[src/hw/pbl_pkg.sv]
package pbl_pkg;

  // ==========================================================
  // Widths
  localparam int PIX_W = 14;
  localparam int GAIN_W = 8;
  localparam int ADDR_W = 7;
  localparam int WIDE_W = 26;
  localparam int GAIN_FRAC = 4;
  localparam logic [PIX_W-1:0] PIX_MAX = 14'h3FFF;

  // ==========================================================
  // Banks and byte addresses (14/16-bit fields: low byte first)
  localparam logic BANK0 = 1'b0;
  localparam logic BANK1 = 1'b1;
  localparam logic [ADDR_W-1:0] ADDR_SENSOR_TYPE = 7'h04;
  localparam logic [ADDR_W-1:0] ADDR_FINE_OFF_LO = 7'h26;
  localparam logic [ADDR_W-1:0] ADDR_FINE_OFF_HI = 7'h27;
  localparam logic [ADDR_W-1:0] ADDR_CLAMP_DIS = 7'h2A;
  localparam logic [ADDR_W-1:0] ADDR_FIXED_LO = 7'h2B;
  localparam logic [ADDR_W-1:0] ADDR_FIXED_HI = 7'h2C;
  localparam logic [ADDR_W-1:0] ADDR_GAIN_EE = 7'h48;
  localparam logic [ADDR_W-1:0] ADDR_GAIN_EO = 7'h49;
  localparam logic [ADDR_W-1:0] ADDR_GAIN_OE = 7'h4A;
  localparam logic [ADDR_W-1:0] ADDR_GAIN_OO = 7'h4B;
  localparam logic [ADDR_W-1:0] ADDR_TARGET_LO = 7'h4C;
  localparam logic [ADDR_W-1:0] ADDR_TARGET_HI = 7'h4D;
  localparam logic [ADDR_W-1:0] ADDR_ANA_GAIN = 7'h4E;

  // ==========================================================
  // Reset values
  localparam logic RST_SENSOR_TYPE = 1'b0;
  localparam logic [15:0] RST_FINE_OFF = 16'h0000;
  localparam logic RST_CLAMP_DIS = 1'b0;
  localparam logic [PIX_W-1:0] RST_FIXED = 14'h0000;
  localparam logic [GAIN_W-1:0] RST_GAIN = 8'h0F;
  localparam logic [PIX_W-1:0] RST_TARGET = 14'h0080;
  localparam logic [GAIN_W-1:0] RST_ANA_GAIN = 8'h00;

  // ==========================================================
  // Row phase
  typedef enum logic {PBL_PH_DARK, PBL_PH_ACTIVE} pbl_phase_e;

endpackage

[src/hw/pbl_black_gain.sv]
// Summary of operation
// - Each output pixel is ADC sample minus ADC black level plus target level, clipped.
// - The target black level comes from a 14-bit configuration field.
// - With clamp disable at 0 the ADC black level is derived per row from shielded pixels.
// - With clamp disable at 1 the fixed programmed ADC black level is used for all rows.
// - The fixed ADC black level is held in a 14-bit configuration field.
// - Four phase gains, by row and column parity, each have an 8-bit setting.
// - Each phase gain factor is its setting plus one, divided by sixteen.
// - Digital gain spans one sixteenth at setting 0 up to about sixteen times.
// - Digital gain is applied after black level correction.
`timescale 1ns/1ns
module pbl_black_gain #(
  parameter int DARK_LOG2 = 3
) (
  input wire logic core_clk, // Pixel clock, 125 MHz
  input wire logic arst_n, // Async reset, active low
  input wire logic cfg_wr, // Register write strobe
  input wire logic cfg_rd, // Register read strobe
  input wire logic cfg_bank, // Register bank
  input wire logic [pbl_pkg::ADDR_W-1:0] cfg_addr, // Register address
  input wire logic [7:0] cfg_wdata, // Write byte
  output logic [7:0] cfg_rdata, // Read byte, one cycle after cfg_rd
  input wire logic in_valid, // ADC sample valid
  output logic in_ready, // Stage can take a sample
  input wire logic [pbl_pkg::PIX_W-1:0] in_data, // ADC sample
  input wire logic in_sof, // First sample of frame
  input wire logic in_sol, // First sample of row
  input wire logic in_dark, // Sample is a shielded dark pixel
  output logic out_valid, // Output pixel valid
  input wire logic out_ready, // Serializer takes pixel
  output logic [pbl_pkg::PIX_W-1:0] out_data, // Corrected pixel
  output logic sensor_type, // 1 colour, 0 mono
  output logic [pbl_pkg::GAIN_W-1:0] analog_gain_setting, // To column amp
  output logic [15:0] fine_black_offset // To analog offset DAC
);

  // ==========================================================
  // Elaboration check
  generate
    if (DARK_LOG2 < 0 || DARK_LOG2 > 4) begin : g_bad_log2
      $error("DARK_LOG2 must lie in 0..4");
    end
    // Product of a full pixel and the top gain must not wrap
    if (pbl_pkg::WIDE_W < pbl_pkg::PIX_W + pbl_pkg::GAIN_W + 2) begin : g_wide
      $error("WIDE_W too narrow for the gain product");
    end
  endgenerate

  localparam logic [4:0] DARK_N = 5'(1 << DARK_LOG2);

  // ==========================================================
  // State
  typedef struct packed {
    logic sensor_type;
    logic [15:0] fine_off;
    logic clamp_dis;
    logic [pbl_pkg::PIX_W-1:0] fixed_blk;
    logic [3:0][pbl_pkg::GAIN_W-1:0] gain;
    logic [pbl_pkg::PIX_W-1:0] target;
    logic [pbl_pkg::GAIN_W-1:0] ana_gain;
    pbl_pkg::pbl_phase_e phase;
    logic row_odd;
    logic col_odd;
    logic [pbl_pkg::PIX_W+3:0] dark_sum;
    logic [4:0] dark_cnt;
    logic [pbl_pkg::PIX_W-1:0] row_black;
    logic [1:0][pbl_pkg::PIX_W-1:0] buf_q;
    logic [1:0] cnt;
    logic out_valid;
    logic in_ready;
    logic [7:0] rdata;
  } pbl_state_s;

  pbl_state_s s_r;
  pbl_state_s s_nxt;

  // ==========================================================
  // Register fields; one decode serves reads and writes alike
  typedef enum {
    PBL_F_NONE,
    PBL_F_TYPE,
    PBL_F_GAIN_EE,
    PBL_F_GAIN_EO,
    PBL_F_GAIN_OE,
    PBL_F_GAIN_OO,
    PBL_F_TGT_LO,
    PBL_F_TGT_HI,
    PBL_F_ANA,
    PBL_F_FINE_LO,
    PBL_F_FINE_HI,
    PBL_F_CLAMP,
    PBL_F_FIX_LO,
    PBL_F_FIX_HI
  } pbl_field_e;

  // ==========================================================
  // Functions
  // Saturate a signed wide value into the pixel range
  function automatic logic [pbl_pkg::PIX_W-1:0] clip_pix(
    input logic signed [pbl_pkg::WIDE_W-1:0] v
  );
    logic [pbl_pkg::PIX_W-1:0] r;
    r = v[pbl_pkg::PIX_W-1:0];
    if (v < 0) begin
      r = '0;
    end else if (v > $signed(pbl_pkg::WIDE_W'(pbl_pkg::PIX_MAX))) begin
      r = pbl_pkg::PIX_MAX;
    end
    return r;
  endfunction

  // Bank and address to field; shared so reads and writes cannot disagree
  function automatic pbl_field_e field_sel(
    input logic bank,
    input logic [pbl_pkg::ADDR_W-1:0] addr
  );
    pbl_field_e f;
    f = PBL_F_NONE;
    if (bank == pbl_pkg::BANK0) begin
      case (addr)
        pbl_pkg::ADDR_SENSOR_TYPE: f = PBL_F_TYPE;
        pbl_pkg::ADDR_GAIN_EE: f = PBL_F_GAIN_EE;
        pbl_pkg::ADDR_GAIN_EO: f = PBL_F_GAIN_EO;
        pbl_pkg::ADDR_GAIN_OE: f = PBL_F_GAIN_OE;
        pbl_pkg::ADDR_GAIN_OO: f = PBL_F_GAIN_OO;
        pbl_pkg::ADDR_TARGET_LO: f = PBL_F_TGT_LO;
        pbl_pkg::ADDR_TARGET_HI: f = PBL_F_TGT_HI;
        pbl_pkg::ADDR_ANA_GAIN: f = PBL_F_ANA;
        default: f = PBL_F_NONE;
      endcase
    end else begin
      case (addr)
        pbl_pkg::ADDR_FINE_OFF_LO: f = PBL_F_FINE_LO;
        pbl_pkg::ADDR_FINE_OFF_HI: f = PBL_F_FINE_HI;
        pbl_pkg::ADDR_CLAMP_DIS: f = PBL_F_CLAMP;
        pbl_pkg::ADDR_FIXED_LO: f = PBL_F_FIX_LO;
        pbl_pkg::ADDR_FIXED_HI: f = PBL_F_FIX_HI;
        default: f = PBL_F_NONE;
      endcase
    end
    return f;
  endfunction

  // Read byte of one field; reserved bits of narrow fields read zero
  function automatic logic [7:0] reg_read(
    input pbl_field_e f,
    input pbl_state_s s
  );
    logic [7:0] d;
    d = 8'h00;
    case (f)
      PBL_F_TYPE: d = {7'h00, s.sensor_type};
      PBL_F_GAIN_EE: d = s.gain[0];
      PBL_F_GAIN_EO: d = s.gain[1];
      PBL_F_GAIN_OE: d = s.gain[2];
      PBL_F_GAIN_OO: d = s.gain[3];
      PBL_F_TGT_LO: d = s.target[7:0];
      PBL_F_TGT_HI: d = {2'b00, s.target[13:8]};
      PBL_F_ANA: d = s.ana_gain;
      PBL_F_FINE_LO: d = s.fine_off[7:0];
      PBL_F_FINE_HI: d = s.fine_off[15:8];
      PBL_F_CLAMP: d = {7'h00, s.clamp_dis};
      PBL_F_FIX_LO: d = s.fixed_blk[7:0];
      PBL_F_FIX_HI: d = {2'b00, s.fixed_blk[13:8]};
      default: d = 8'h00; // Unmapped addresses read zero
    endcase
    return d;
  endfunction

  // ==========================================================
  // Datapath terms
  logic take;
  logic push;
  logic pop;
  logic row_par;
  logic col_par;
  logic [1:0] phase_idx;
  logic [pbl_pkg::PIX_W-1:0] adc_black;
  logic signed [pbl_pkg::WIDE_W-1:0] offs_sum;
  logic [pbl_pkg::PIX_W-1:0] level;
  logic signed [pbl_pkg::WIDE_W-1:0] gained;
  logic [pbl_pkg::PIX_W-1:0] pix_out;

  // Pixel phase of the sample now on the input
  always_comb begin
    take = in_valid && s_r.in_ready;
    push = take && !in_dark;
    pop = s_r.out_valid && out_ready;
    if (in_sof) begin
      row_par = 1'b0;
    end else if (in_sol) begin
      row_par = ~s_r.row_odd;
    end else begin
      row_par = s_r.row_odd;
    end
    col_par = (in_sol || s_r.phase == pbl_pkg::PBL_PH_DARK) ?
              1'b0 : s_r.col_odd;
    phase_idx = {row_par, col_par};
  end

  // Offset then gain; gain last so offsets need no retune
  always_comb begin
    adc_black = s_r.clamp_dis ? s_r.fixed_blk : s_r.row_black;
    offs_sum = $signed(pbl_pkg::WIDE_W'(in_data))
             - $signed(pbl_pkg::WIDE_W'(adc_black))
             + $signed(pbl_pkg::WIDE_W'(s_r.target));
    level = clip_pix(offs_sum);
    gained = $signed(pbl_pkg::WIDE_W'(level)
             * pbl_pkg::WIDE_W'({1'b0, s_r.gain[phase_idx]} + 9'h001))
             >>> pbl_pkg::GAIN_FRAC;
    pix_out = clip_pix(gained);
  end

  // ==========================================================
  // Next state
  always_comb begin
    logic [pbl_pkg::PIX_W+3:0] sum_new;
    logic [4:0] cnt_new;
    s_nxt = s_r;
    sum_new = '0;
    cnt_new = '0;

    // Register writes; 14/16-bit fields take a byte per address
    // A read of the same field in that cycle still sees the old byte
    if (cfg_wr) begin
      case (field_sel(cfg_bank, cfg_addr))
        PBL_F_TYPE: s_nxt.sensor_type = cfg_wdata[0];
        PBL_F_GAIN_EE: s_nxt.gain[0] = cfg_wdata;
        PBL_F_GAIN_EO: s_nxt.gain[1] = cfg_wdata;
        PBL_F_GAIN_OE: s_nxt.gain[2] = cfg_wdata;
        PBL_F_GAIN_OO: s_nxt.gain[3] = cfg_wdata;
        PBL_F_TGT_LO: s_nxt.target[7:0] = cfg_wdata;
        PBL_F_TGT_HI: s_nxt.target[13:8] = cfg_wdata[5:0];
        PBL_F_ANA: s_nxt.ana_gain = cfg_wdata;
        PBL_F_FINE_LO: s_nxt.fine_off[7:0] = cfg_wdata;
        PBL_F_FINE_HI: s_nxt.fine_off[15:8] = cfg_wdata;
        PBL_F_CLAMP: s_nxt.clamp_dis = cfg_wdata[0];
        PBL_F_FIX_LO: s_nxt.fixed_blk[7:0] = cfg_wdata;
        PBL_F_FIX_HI: s_nxt.fixed_blk[13:8] = cfg_wdata[5:0];
        // Unmapped addresses in either bank change nothing
        default: s_nxt.rdata = s_r.rdata;
      endcase
    end

    // Read data held until next read
    if (cfg_rd) begin
      s_nxt.rdata = reg_read(field_sel(cfg_bank, cfg_addr), s_r);
    end

    // Row and column parity tracking
    if (take) begin
      s_nxt.row_odd = row_par;
      if (in_dark) begin
        if (in_sol) begin
          s_nxt.phase = pbl_pkg::PBL_PH_DARK;
        end
      end else begin
        s_nxt.phase = pbl_pkg::PBL_PH_ACTIVE;
        s_nxt.col_odd = ~col_par;
      end
    end

    // Per-row dark average; a short dark run keeps last level
    // Count stops at the window size, so a long dark run cannot wrap
    if (take && in_dark) begin
      case (s_r.phase)
        pbl_pkg::PBL_PH_DARK: begin
          sum_new = s_r.dark_sum + (pbl_pkg::PIX_W + 4)'(in_data);
          cnt_new = s_r.dark_cnt + 5'h01;
        end
        default: begin
          sum_new = s_r.dark_sum;
          cnt_new = s_r.dark_cnt;
        end
      endcase
      if (in_sol) begin
        sum_new = (pbl_pkg::PIX_W + 4)'(in_data);
        cnt_new = 5'h01;
      end
      if (s_r.phase == pbl_pkg::PBL_PH_DARK || in_sol) begin
        if (cnt_new <= DARK_N) begin
          s_nxt.dark_sum = sum_new;
          s_nxt.dark_cnt = cnt_new;
        end
        if (cnt_new == DARK_N) begin
          s_nxt.row_black =
            pbl_pkg::PIX_W'(sum_new >> DARK_LOG2);
        end
      end
    end

    // Two-entry output buffer; stall upstream when full
    // Ready is registered: it falls the cycle after the second fill
    if (pop) begin
      s_nxt.buf_q[0] = s_r.buf_q[1];
      s_nxt.cnt = s_r.cnt - 2'd1;
    end
    if (push) begin
      s_nxt.buf_q[s_nxt.cnt[0]] = pix_out;
      s_nxt.cnt = s_nxt.cnt + 2'd1;
    end
    s_nxt.out_valid = (s_nxt.cnt != 2'd0);
    s_nxt.in_ready = (s_nxt.cnt != 2'd2);
  end

  // ==========================================================
  // State register
  always_ff @(posedge core_clk or negedge arst_n) begin
    if (!arst_n) begin
      s_r <= '0;
      s_r.sensor_type <= pbl_pkg::RST_SENSOR_TYPE;
      s_r.fine_off <= pbl_pkg::RST_FINE_OFF;
      s_r.clamp_dis <= pbl_pkg::RST_CLAMP_DIS;
      s_r.fixed_blk <= pbl_pkg::RST_FIXED;
      s_r.gain <= {4{pbl_pkg::RST_GAIN}};
      s_r.target <= pbl_pkg::RST_TARGET;
      s_r.ana_gain <= pbl_pkg::RST_ANA_GAIN;
      s_r.phase <= pbl_pkg::PBL_PH_DARK;
      s_r.in_ready <= 1'b1;
    end else begin
      s_r <= s_nxt;
    end
  end

  // ==========================================================
  // Outputs straight from the state register
  assign cfg_rdata = s_r.rdata;
  assign in_ready = s_r.in_ready;
  assign out_valid = s_r.out_valid;
  assign out_data = s_r.buf_q[0];
  assign sensor_type = s_r.sensor_type;
  assign analog_gain_setting = s_r.ana_gain;
  assign fine_black_offset = s_r.fine_off;

endmodule

[config.mk]
export PLATFORM = sky130hd
export DESIGN_NAME = pbl_black_gain
export DESIGN_NICKNAME = d
export VERILOG_FILES = /design/src/hw/pbl_pkg.sv /design/src/hw/pbl_black_gain.sv
export SDC_FILE = /design/constraint.sdc
export NUM_CORES = 1
export LEC_CHECK = 0
export BUFFER_PORTS_ARGS = -buffer_cell sky130_fd_sc_hd__buf_2
export CORE_UTILIZATION = 55
export CTS_CLUSTER_SIZE = 14
export DETAILED_ROUTE_END_ITERATION = 8
export GPL_ROUTABILITY_DRIVEN = 0
export PLACE_DENSITY = 0.82
export SLEW_MARGIN = 20
export SYNTH_ARGS = -nofsm -noshare
export SYNTH_HDL_FRONTEND = slang
export SYNTH_SLANG_ARGS = --single-unit
export TNS_END_PERCENT = 20
[constraint.sdc]
create_clock -name core_clk -period 19.9 [get_ports core_clk]
set_input_delay 3.98 -clock core_clk [delete_from_list [all_inputs] [get_ports core_clk]]
set_output_delay 3.98 -clock core_clk [all_outputs]
set_load 0.005 [all_outputs]
==> flow_summary.ini <==
[route]
routed.top_layer = met4
wl_met1_um = 14800
ant_nets = 0
totalWireLength_um = 34900
drt-wirelength-per-cell_um = 19.1
wl_met3_um = 2210
viasPerCell = 6.21
first_pass_iters = 6
drc = 0
vias = 11400
first_iter_violations = 1036
wl_met2_um = 16600

[sta]
fin_tns_setup_ns = 0
fmax_mhz = 78.3
hold_viol = 0
skew_ns = 0.0155
finalSetupViolCount = 0
slew-limit-headroom_pct = 23.2
finalCritPeriodShare_pct = 64.2
setup_ws_ns = 7.13
worstMarginPinSlew_ns = 1.15
drv_slew = 0
period_minus_slack_ns = 12.77
rsz0062_at_grt = false

[synthesis]
ys_seq_elements = 165
synth-main-ff-cell = dfrtp_1
seq_area_frac_synth_pct = 29.0
synth.net_count = 1692
synth_edf_count = 0
synth_top_area_share_pct = 25.7
async_reset_ff_share_pct = 100
ys_top_cells_by_area = dfrtp_1 26%, fa_1 12%, ha_1 7.6%, mux2_2 7.6%, dfstp_2 3.3%
netlist_area_um2 = 14300
ys_warn_count = 0
post-synth-top-count-cell = dfrtp_1
postSynthCellCount = 1478
yosysTopAreaCell = dfrtp_1
synth_common_cells = 147 x dfrtp_1, 122 x inv_1, 110 x nor2_1, 96 x mux2_2, 94 x nand2_1
avgSynthCellArea_um2 = 9.67
ys_types = 86

[clocking]
path_clk_slew_ns = 0.08
tritoncts = done
clock_path_buffers = 2
root_buffer = clkbuf_16
numClockSinks = 165
clk_latency_ns = 0.45
hold_buffers = 0
cts_resized = 0
post_cts_buffers = 0
h-tree-depth = 4
numCtsBuffers = 17

[power_and_ir_drop]
comb_power_share_pct = 46.9
swShare_pct = 42.8
p_leak_nw = 7.35
p_int_w = 0.000873
ir_worst_vdd_mv = 0.0712
p_sw_w = 0.000654
power_density_nw_per_um2 = 100
clockPowerShare_pct = 23.5
seq_power_share_pct = 29.6

[placement]
dp_hpwl_um = 25800
port_buffers = 87
detailedPlace.worstSlack_ns = 6.82
post_dp_cell_area_um2 = 14600

[worst_setup_path]
worstPathRequired_ns = 20.18
rr_endpoint = s_r[26]
cp.buffers_inverters = 6
critical_path_class = input pin to register
max_stage_delay_ns = 0.61
worst_path_most_repeated_cell = fa_1
rrSetupSlack_ns = 9.92
rr_worst_depth = 33
cp.arrival_ns = 13.05
reg2reg_from = s_r[148]
crit_fanout = 28
critPathSlowestCell = nand4_1
crit_family = adder cells
worstSetupEndpointType = register
crit_path_start_kind = input pin

[grt]
antenna_found_initial = 0
grt_pass1_vias = 11500
overflow = 0
grt_max_degree = 92
grt_use_total_pct = 27.5
grt_pass1_wl_um = 58300

[finish]
register_area_um2 = 4150
nets = 1702
antenna_cells = 0
area_delta_synth_final_pct = 6.84
final_area_um2 = 15300
multi_input_area_um2 = 9100
drive_gt1_share_pct = 18.6
n_fill_cell = 2031

[floorplanning]
ioPinCount = 88
die_height_um = 163
die_area_um2 = 26600
core_um2 = 25300
initial_utilization_pct = 56.4
dieWidth_um = 163
rows = 58

[outcome]
status = finished, final reports clean

[worst_hold_path]
hp-start = s_r[11]
hp-class = register to register
worstHoldPathCells = 1
worstHoldEndpoint = s_r[11]

[flow_run]
maxCapViolations = 0
[worst max-delay path by stage]
stage / to / start / cells after the start / slack, ns
final: s_r[26] / in_data[0] / 36 / 7.13
after global routing: s_r[28] / in_data[1] / 33 / 6.40
after CTS: s_r[26] / in_data[1] / 33 / 7.23
after detailed placement: s_r[26] / in_data[1] / 33 / 6.82
after global placement: s_r[28] / in_data[1] / 33 / 7.16
after floorplan: out_data[13] / in_data[0] / 35 / 8.07
[layout by cell type (no fill, tap or decap), types with 7 or more instances in the layout]
cell type	count
a211oi_1	21
a21o_1	19
a21oi_1	83
a221oi_1	14
a22oi_1	7
a31oi_1	32
and3_1	25
buf_2	86
buf_4	8
clkbuf_16	17
dfrtp_1	147
dfstp_2	18
fa_1	88
ha_1	87
inv_1	122
mux2_2	96
mux2i_1	32
mux4_2	8
nand2_1	94
nand2b_1	19
nand3_1	38
nand4_1	7
nor2_1	109
nor2b_1	10
nor3_1	11
o211ai_1	12
o21a_1	19
o21ai_0	55
o21ai_1	12
o22ai_1	7
or3_1	11
xnor2_1	42
xor2_1	18
[per-layer routing]
layer / vias up / track usage, %
met5: - / 0
met4: 0 / 12.0
met3: 102 / 4.27
met2: 464 / 45.0
met1: 5581 / 36.1
li1: 5219 / -
[through the flow]
stage / total power, W / hold WS [ns] / instances / util [%]
final: 0.00153 / 0.488 / 1831 / 60.3
after detailed placement: 0.00116 / 0.480 / 1799 / 57.7
after global routing: 0.00164 / 0.500 / 1831 / 60.3
after global placement: 0.00113 / 0.464 / 1799 / 57.7
after floorplan: 0.00101 / 0.448 / 1478 / -
after CTS: 0.00153 / 0.493 / 1831 / 60.3
[state kept, by name (all words and copies together), names as in the netlist]
signal and count:
analog_gain_setting 8, cfg_rdata 8, fine_black_offset 16, in_ready 1, out_data 14, out_valid 1
s_r 116, sensor_type 1
[cell type report]
class | count | share of cell area, %
multi-input cells | 1086 | 59.6
inverters | 123 | 3.02
well taps | 330 | 2.70
repair buffers | 95 | 3.28
clock inverters | 15 | 1.42
flip-flops and latches | 165 | 27.2
clock buffers | 17 | 2.79
[cells by family after synthesis]
kind of cell             synth area share (%)
AO/OA/AOI/OAI                            16.1
XOR/XNOR                                 3.79
adder cells (fa/ha/maj)                  19.9
buffers and inverters                    7.37
flip-flops                               29.0
multiplexers                             11.1
AND/OR/NAND/NOR                          12.7
[power groups by stage]
stage / Combinational [W] / Clock (W) / Sequential [W]
after floorplan: 0.000572 / 0 / 0.000441
after global placement: 0.000679 / 0 / 0.000453
after detailed placement: 0.000707 / 0 / 0.000456
after CTS: 0.000713 / 0.000362 / 0.000451
after global routing: 0.000807 / 0.000375 / 0.000460
final: 0.000716 / 0.000359 / 0.000452
(Power assumes the default switching activity.)
